--- src/design/oim_pkg.sv ---
`default_nettype none
package oim_pkg;
	localparam int unsigned OIM_SPACES = 4;
	localparam logic [11:0] OIM_OFS_ADDR_LOW = 12'h08e0;
	localparam logic [11:0] OIM_OFS_ADDR_HIGH = 12'h08e4;
	localparam logic [11:0] OIM_OFS_ATTR = 12'h08ec;
	localparam int unsigned OIM_HIGH_W = 20;
	localparam logic [31:0] OIM_RESET_VAL = 32'h0000_0000;
	typedef enum logic [1:0]
	{
		OIM_SPACE_SECURE,
		OIM_SPACE_NONSECURE,
		OIM_SPACE_ROOT,
		OIM_SPACE_REALM
	} oim_space_e;
	typedef enum logic [1:0]
	{
		OIM_IDLE,
		OIM_SEND
	} oim_state_e;
endpackage
`default_nettype wire

--- src/design/oim_bank_if.sv ---
`default_nettype none
interface oim_bank_if;
	logic wr_en;
	logic [1:0] wr_space;
	logic wr_high;
	logic [31:0] wr_data;
	logic [1:0] rd_space;
	logic [31:0] rd_low;
	logic [31:0] rd_high;
	logic [1:0] tx_space;
	logic [51:0] tx_addr;
	modport ctrl
	(
		output wr_en, wr_space, wr_high, wr_data, rd_space, tx_space,
		input rd_low, rd_high, tx_addr
	);
	modport bank
	(
		input wr_en, wr_space, wr_high, wr_data, rd_space, tx_space,
		output rd_low, rd_high, tx_addr
	);
endinterface
`default_nettype wire

--- src/design/oim_addr_bank.sv ---
`default_nettype none
module oim_addr_bank
	import oim_pkg::*;
(
	input wire logic mclk,
	input wire logic sys_rst,
	oim_bank_if.bank bus
);
	logic [31:2] low_q [OIM_SPACES];
	logic [OIM_HIGH_W-1:0] high_q [OIM_SPACES];

	for (genvar s = 0; s < OIM_SPACES; s++)
	begin : g_space
		always_ff @(posedge mclk or posedge sys_rst)
		begin
			if (sys_rst)
			begin
				low_q[s] <= OIM_RESET_VAL[31:2];
				high_q[s] <= OIM_RESET_VAL[OIM_HIGH_W-1:0];
			end
			else if (bus.wr_en && bus.wr_space == 2'(s))
			begin
				if (bus.wr_high)
					high_q[s] <= bus.wr_data[OIM_HIGH_W-1:0];
				else
					low_q[s] <= bus.wr_data[31:2];
			end
		end
	end

	// One copy per space, selected by index
	assign bus.rd_low = {low_q[bus.rd_space], 2'b00};
	assign bus.rd_high = {12'h000, high_q[bus.rd_space]};
	// Second port for the sender, so a page read never steers it
	assign bus.tx_addr = {high_q[bus.tx_space], low_q[bus.tx_space],
		2'b00};
endmodule
`default_nettype wire

--- src/design/oim_regs.sv ---
`default_nettype none
module oim_regs
	import oim_pkg::*;
#(
	parameter bit HAS_V1P1 = 1'b1,
	parameter bit HAS_OFLOW_MSG = 1'b1,
	parameter bit HAS_RME = 1'b1
)
(
	input wire logic mclk,
	input wire logic sys_rst,
	// Page select: which security space's feature page is accessed
	input wire logic [1:0] page_space,
	input wire logic [11:0] reg_addr,
	input wire logic reg_wr,
	input wire logic reg_rd,
	input wire logic [31:0] reg_wdata,
	output logic [31:0] reg_rdata,
	output logic reg_rvalid,
	// Overflow event from a monitor, tagged with its space
	input wire logic ovf_event,
	input wire logic [1:0] ovf_space,
	output logic msg_valid,
	input wire logic msg_ready,
	output logic [51:0] msg_addr,
	output logic [1:0] msg_space,
	output logic hw_ovf_irq
);
	oim_bank_if bif ();
	logic present;
	logic space_ok;
	logic [OIM_SPACES-1:0] msg_en;
	logic hit_low;
	logic hit_high;
	logic hit_attr;
	logic take_event;
	logic launch;
	oim_state_e state;

	oim_addr_bank u_bank
	(
		.mclk(mclk),
		.sys_rst(sys_rst),
		.bus(bif.bank)
	);

	// Registers and messages vanish without both feature and capability; the hardwired line still follows ovf_event
	assign present = HAS_V1P1 && HAS_OFLOW_MSG;
	// Root and realm pages only live with realm management
	assign space_ok = (page_space == OIM_SPACE_SECURE) ||
		(page_space == OIM_SPACE_NONSECURE) || HAS_RME;
	assign hit_low = present && space_ok &&
		reg_addr == OIM_OFS_ADDR_LOW;
	assign hit_high = present && space_ok &&
		reg_addr == OIM_OFS_ADDR_HIGH;
	assign hit_attr = present && space_ok && reg_addr == OIM_OFS_ATTR;

	assign bif.wr_en = reg_wr && (hit_low || hit_high);
	assign bif.wr_space = page_space;
	assign bif.wr_high = hit_high;
	assign bif.wr_data = reg_wdata;
	// Separate ports keep page reads clear of a pending send
	assign bif.rd_space = page_space;
	assign bif.tx_space = msg_space;
	assign take_event = ovf_event && present && msg_en[ovf_space];
	assign launch = state == OIM_SEND && !msg_valid && msg_en[msg_space];

	// Enable bit of the attribute register, per space
	always_ff @(posedge mclk or posedge sys_rst)
	begin
		if (sys_rst)
			msg_en <= '0;
		else if (reg_wr && hit_attr)
			msg_en[page_space] <= reg_wdata[0];
	end

	// Read data registered; unmapped or absent reads zero
	always_ff @(posedge mclk or posedge sys_rst)
	begin
		if (sys_rst)
		begin
			reg_rdata <= OIM_RESET_VAL;
			reg_rvalid <= 1'b0;
		end
		else
		begin
			reg_rvalid <= reg_rd;
			if (!reg_rd)
				reg_rdata <= OIM_RESET_VAL;
			else if (hit_low)
				reg_rdata <= bif.rd_low;
			else if (hit_high)
				reg_rdata <= bif.rd_high;
			else if (hit_attr)
				reg_rdata <= {31'h0, msg_en[page_space]};
			else
				reg_rdata <= OIM_RESET_VAL;
		end
	end

	// Send state; events during a send are dropped (no queue)
	always_ff @(posedge mclk or posedge sys_rst)
	begin
		if (sys_rst)
			state <= OIM_IDLE;
		else
		begin
			unique case (state)
				OIM_IDLE:
				begin
					if (take_event)
						state <= OIM_SEND;
				end
				OIM_SEND:
				begin
					// Enable cleared before launch cancels the send
					if (!msg_valid && !msg_en[msg_space])
						state <= OIM_IDLE;
					else if (msg_valid && msg_ready)
						state <= OIM_IDLE;
				end
				default:
					state <= OIM_IDLE;
			endcase
		end
	end

	always_ff @(posedge mclk or posedge sys_rst)
	begin
		if (sys_rst)
			msg_space <= OIM_SPACE_SECURE;
		else if (state == OIM_IDLE && take_event)
			msg_space <= ovf_space;
	end

	always_ff @(posedge mclk or posedge sys_rst)
	begin
		if (sys_rst)
			msg_valid <= 1'b0;
		else if (launch)
			msg_valid <= 1'b1;
		else if (msg_valid && msg_ready)
			msg_valid <= 1'b0;
	end

	// Captured once, so a later register write cannot tear it
	always_ff @(posedge mclk or posedge sys_rst)
	begin
		if (sys_rst)
			msg_addr <= '0;
		else if (launch)
			msg_addr <= bif.tx_addr;
	end

	// Hardwired line suppressed while messages are enabled
	always_ff @(posedge mclk or posedge sys_rst)
	begin
		if (sys_rst)
			hw_ovf_irq <= 1'b0;
		else
			hw_ovf_irq <= ovf_event && !(present && msg_en[ovf_space]);
	end

	low_bits_zero_a: assert property (
		@(posedge mclk) disable iff (sys_rst)
		reg_rd && hit_low |=> reg_rdata[1:0] == 2'b00)
		else $error("low register bits 1:0 not zero");
	high_rsvd_zero_a: assert property (
		@(posedge mclk) disable iff (sys_rst)
		reg_rd && hit_high |=> reg_rdata[31:20] == 12'h000)
		else $error("high register reserved bits not zero");
	absent_reads_zero_a: assert property (
		@(posedge mclk) disable iff (sys_rst)
		reg_rd && !(hit_low || hit_high || hit_attr) |=> reg_rdata == '0)
		else $error("unmapped read not zero");
	idle_read_zero_a: assert property (
		@(posedge mclk) disable iff (sys_rst)
		!reg_rd |=> !reg_rvalid && reg_rdata == '0)
		else $error("read data without a read");
	msg_needs_en_a: assert property (
		@(posedge mclk) disable iff (sys_rst)
		$rose(msg_valid) |-> $past(msg_en[msg_space]))
		else $error("message issued while disabled");
	hw_suppress_a: assert property (
		@(posedge mclk) disable iff (sys_rst)
		ovf_event && msg_en[ovf_space] |=> !hw_ovf_irq)
		else $error("hardwired irq not suppressed");
	hw_raise_a: assert property (
		@(posedge mclk) disable iff (sys_rst)
		ovf_event && !msg_en[ovf_space] |=> hw_ovf_irq)
		else $error("hardwired irq missing while disabled");
	msg_addr_form_a: assert property (
		@(posedge mclk) disable iff (sys_rst)
		$rose(msg_valid) |-> msg_addr ==
		{$past(u_bank.high_q[msg_space]), $past(u_bank.low_q[msg_space]),
		2'b00})
		else $error("message address misformed");
	msg_hold_a: assert property (
		@(posedge mclk) disable iff (sys_rst)
		msg_valid && !msg_ready |=>
		msg_valid && $stable(msg_addr) && $stable(msg_space))
		else $error("pending message changed");
	rme_gate_a: assert property (
		@(posedge mclk) disable iff (sys_rst)
		!HAS_RME && page_space[1] |-> !bif.wr_en)
		else $error("root or realm write without realm management");
	low_decode_a: assert property (
		@(posedge mclk) disable iff (sys_rst)
		reg_wr && hit_low |=>
		u_bank.low_q[$past(page_space)] == $past(reg_wdata[31:2]))
		else $error("low register write missed");
	high_decode_a: assert property (
		@(posedge mclk) disable iff (sys_rst)
		reg_wr && hit_high |=>
		u_bank.high_q[$past(page_space)] == $past(reg_wdata[19:0]))
		else $error("high register write missed");
	low_copy_a: assert property (
		@(posedge mclk) disable iff (sys_rst)
		reg_rd && hit_low |=>
		reg_rdata[31:2] == $past(u_bank.low_q[page_space]))
		else $error("low read from wrong copy");
	high_copy_a: assert property (
		@(posedge mclk) disable iff (sys_rst)
		reg_rd && hit_high |=>
		reg_rdata[19:0] == $past(u_bank.high_q[page_space]))
		else $error("high read from wrong copy");
endmodule
`default_nettype wire

--- config.mk ---
export PLATFORM = sky130hd
export DESIGN_NAME = oim_regs
export DESIGN_NICKNAME = d
export VERILOG_FILES = /design/src/design/oim_pkg.sv /design/src/design/oim_bank_if.sv /design/src/design/oim_addr_bank.sv /design/src/design/oim_regs.sv
export SDC_FILE = /design/constraint.sdc
export NUM_CORES = 1
export LEC_CHECK = 0
export ABC_AREA = 1
export ABC_CLOCK_PERIOD_IN_PS = 24900
export BUFFER_PORTS_ARGS = -buffer_cell sky130_fd_sc_hd__buf_2
export CAP_MARGIN = 20
export CORE_MARGIN = 1.5
export CORE_UTILIZATION = 50
export CTS_CLUSTER_SIZE = 24
export DETAILED_ROUTE_END_ITERATION = 8
export PLACE_DENSITY = 0.67
export SLEW_MARGIN = 20
export SYNTH_ARGS = -nofsm -noshare
export SYNTH_HDL_FRONTEND = slang
export SYNTH_SLANG_ARGS = --single-unit
--- constraint.sdc ---
create_clock -name mclk -period 24.9 [get_ports mclk]
set_input_delay 2.49 -clock mclk [delete_from_list [all_inputs] [get_ports mclk]]
set_output_delay 2.49 -clock mclk [all_outputs]
set_load 0.01 [all_outputs]
==> results.md <==
STA:
- The max-slew violation count is 0.
- The setup TNS after final layout is 0 ps.
- The pin slew with the least headroom to its limit is 1069 ps.
- Headroom to the max-slew limit came out at 0.2856.
- Setup violations remaining at the end of the flow were counted as 0.
- The least setup slack across all paths after layout is 20090 ps.
- The setup skew after layout is 13.93 ps.
- The share of the clock period used by the worst path after layout is 0.1931.
- Based on the critical path, the design can be clocked at up to 0.2080 GHz.
- The hold slack is 479.6 ps.
- Setup repair after global routing left no endpoint under its margin.
- The total count of hold-check failures in the final report is 0.
- The final critical path time including I/O delays and setup is 4807 ps.

Route:
- The via-per-instance ratio is 5.694.
- The total wire length after detailed routing is 37.39 mm.
- The first TritonRoute pass finished after 5 iterations.
- The via total after detailed routing is 11707.
- For this run, design rule violations remaining after detail routing come to 0.
- The average routed wire per standard cell is 18.18 um.
- The post-detailed-route count of antenna-violating nets is 0.
- For this block, the initial DRC count from the detailed router was 1197.

Run:
- Max-cap violations in this run came to 0.

Logic synthesis:
- Of the synthesized area, sequential elements account for 0.5326.
- After technology mapping, the gate count stands at 1608.
- The area share of xor/xnor cells in the synthesized design is 0.
- The number of enable-type register cells in the synthesized netlist is 0.
- The arithmetic-cell share of the synthesized area counting full adders, half adders and majority gates is 0.
- During synthesis, Yosys emitted a total of 0 warnings.
- The post-synthesis simple-gate area fraction is 0.1800.
- In this run the cell area of the synthesized design comes to 0.01372 mm^2.
- The most instantiated flip-flop cell in the synthesis netlist is sky130_fd_sc_hd__dfrtp_1.
- The post-synthesis compound-gate area fraction is 0.2086.
- The synthesized netlist contains 34 unique library cells.
- The share of async-settable or async-resettable flops after synthesis is 1.000.
- The main combinational cell family by area after synthesis is compound AO/OA/AOI/OAI gates.
- The flip-flop and latch count after synthesis is 292.
- Dividing the synthesized area by the synthesized cell count gives 8.532 um^2.
- The multiplexer share of the synthesized area is 0.

Cells and area:
- At the end of the flow the core is filled with cells to 0.5778.
- In the layout the commonest cells are sky130_fd_sc_hd__nand2_1, sky130_fd_sc_hd__dfrtp_1, sky130_fd_sc_hd__o21ai_0.
- The finished layout holds 2056 standard cells, fillers aside.
- The post-route standard cell area excluding fillers is 0.01557 mm^2.
- In the final design database the tool counted 1745 nets.
- The layout overhead on the synthesized area is 13.50%.
- Of the cells placed in the final design, the portion with a size suffix greater than 1 is 0.1785.
- The most common cell after layout, fill and taps aside is sky130_fd_sc_hd__nand2_1.

Worst setup path:
- The worst setup path is launched from an input port.
- The type of destination of the critical path is a flop.
- The reg-to-reg setup timing slack is 21940 ps.
- The largest driver fanout on the critical path is 40.
- The kind of critical path is in2reg.
- The data arrival time of the critical path is 5240 ps.
- The data required time at the worst endpoint is 25330 ps.
- The startpoint of the worst-slack reg-to-reg timing path is msg_space[1].
- The endpoint of the worst register-to-register path is msg_addr[34].
- The number of cells traversed by the worst register-to-register path is 7.
- The launching element of the worst setup path is page_space[0].

Placement:
- The placed instances occupy a cell area of 0.01437 mm^2.
- At the placement stage, the worst setup path has a slack of 19140 ps.
- Routability-driven placement finished with a final weighted congestion of 0.8048.
- In this run the tool buffered the top-level ports with 140 buffer cells.
- After detailed placement, the design holds a cell count of 1997.
- Once detailed placement completed, the half-perimeter wirelength came to 22.01 mm.

Global route:
- The residual overflow from global routing is 0.
- The wire length of the first global-routing pass is 59.76 mm.
- The initial antenna violation count is 1.
- The number of global-route vias before repair is 10971.
- The overall routing resource usage is 0.2655.
- The maximum number of pins on one net before global-route repair is 132.

CTS:
- The maximum root-to-sink buffer count is 3.
- Clock-pin slew was measured on the worst setup and hold paths at 60 ps.
- The clock tree from TritonCTS is done.
- The clock net in this run drives a total of 292 sinks.
- The number of buffers created by CTS is 31.
- The number of cells upsized or downsized after cts is 0.
- The maximum level of the CTS H-tree is 1.
- After clock tree synthesis, the setup repair step added 0 buffers.
- Clock latency on the worst-skew pair, taken at its later pin, is 560 ps.
- After clock tree synthesis, the flow added hold-fix buffers numbering 0.
- In this run the clock root is driven by a sky130_fd_sc_hd__clkbuf_16.

Die:
- In this run the horizontal extent of the chip is 168.6 um.
- The total core area is 0.02695 mm^2.
- The count of pins on the block boundary is 143.
- The floorplan step set the die height to 168.6 um.
- The initial utilization of the core area, before any placement, comes to 0.5091.
- The number of rows in the core area is 60.
- The floorplan step defined a die boundary enclosing 0.02844 mm^2.

Outcome:
- The run finished with clean final reports.

Power and ir drop:
- The cell leakage power is 7.473 nW.
- Dividing total power by cell area gives a power density of 91.27 mW/mm^2.
- The final total power is 1.421 mW.
- Across the VDD grid, the largest voltage drop is 0.06141 mV.

Worst hold path:
- The min-delay analysis places its worst path in the category reg2reg.
- For hold timing, the worst endpoint is msg_addr[2].
- The startpoint of the most critical hold path is msg_addr[2].
- The hold-critical path depth is 2.
==> logic make-up after synthesis <==
kind of cell | count (synthesis)
DFF | 292
AOI/OAI and AO/OA | 495
buffers and inverters | 228
and+or+nand+nor | 592
other | 1
==> area by class of cell <==
class	count	area [um^2]
Fill cell	2396	11380
Clock inverter	20	310.3
Antenna cell	1	2.502
Clock buffer	36	844.6
Tap cell	341	426.7
Multi-Input combinational cell	1089	5344
Timing Repair Buffer	157	873.3
Inverter	120	457.9
Sequential cell	292	7312
==> cell usage after synthesis, types with 2 or more instances <==
cell                         n  area [um^2]
sky130_fd_sc_hd__nand2_1   425         1595
sky130_fd_sc_hd__dfrtp_1   292         7307
sky130_fd_sc_hd__o21ai_0   181        905.9
sky130_fd_sc_hd__o21ai_1   129        645.6
sky130_fd_sc_hd__nor2_1    120        450.4
sky130_fd_sc_hd__inv_1     113        424.2
sky130_fd_sc_hd__o22ai_1    77        481.7
sky130_fd_sc_hd__o21ai_2    61        534.3
sky130_fd_sc_hd__buf_2      54        270.3
sky130_fd_sc_hd__clkbuf_1   28        105.1
sky130_fd_sc_hd__nand4_1    20        125.1
sky130_fd_sc_hd__a21oi_1    18        90.09
sky130_fd_sc_hd__buf_6      16        180.2
sky130_fd_sc_hd__a22oi_1    12        90.09
sky130_fd_sc_hd__a31oi_1    12        75.07
sky130_fd_sc_hd__buf_4       9        67.56
sky130_fd_sc_hd__inv_2       7        26.28
sky130_fd_sc_hd__nand3_1     5        25.02
sky130_fd_sc_hd__nand4_4     4        85.08
sky130_fd_sc_hd__nor2_2      3        18.77
sky130_fd_sc_hd__nor2_4      3        33.78
sky130_fd_sc_hd__o211ai_1    3        22.52
sky130_fd_sc_hd__nand2_2     2        12.51
sky130_fd_sc_hd__nand4_2     2        25.02
sky130_fd_sc_hd__nor2_8      2        40.04
sky130_fd_sc_hd__or2_2       2        12.51
==> metal layers <==
layer  GRT usage  vias up  part of all wire
met4     0.06638        0             0.020
met1      0.3975     5631              0.46
met2      0.4056      501              0.44
met5           0        -                 0
li1            -     5509                 -
met3     0.04092       66             0.080
==> how the worst max path moves through the flow <==
stage                                   to  slack (ps)  cells past startpoint
after floorplan                 hw_ovf_irq       14350                      1
after global placement    u_bank.low_q[34]       19220                      7
after detailed placement  u_bank.low_q[46]       19140                      7
after CTS                 u_bank.low_q[39]       19720                      6
after global routing      u_bank.low_q[30]       20020                      8
final                     u_bank.low_q[30]       20090                      8
==> sequential cells by signal, summed over array words and instances, names as in the netlist <==
name,flops
hw_ovf_irq,1
msg_space,2
reg_rvalid,1
msg_valid,1
msg_en,4
msg_addr,50
u_bank.high_q,80
reg_rdata,32
state,1
u_bank.low_q,120
==> power by group <==
group | internal (mW) | switching (mW)
Sequential | 0.506 | 0.0262
Combinational | 0.113 | 0.261
Clock | 0.324 | 0.191
Total | 0.943 | 0.478
==> worst max-delay path: stages <==
cell	delay, ps
sky130_fd_sc_hd__buf_2	140
sky130_fd_sc_hd__inv_2	110
sky130_fd_sc_hd__nand2_1	620
sky130_fd_sc_hd__inv_2	900
sky130_fd_sc_hd__nand4_4	430
sky130_fd_sc_hd__buf_12	330
sky130_fd_sc_hd__nand2_1	90
sky130_fd_sc_hd__o21ai_1	60
No activity file was read; power rests on OpenSTA's default activity.
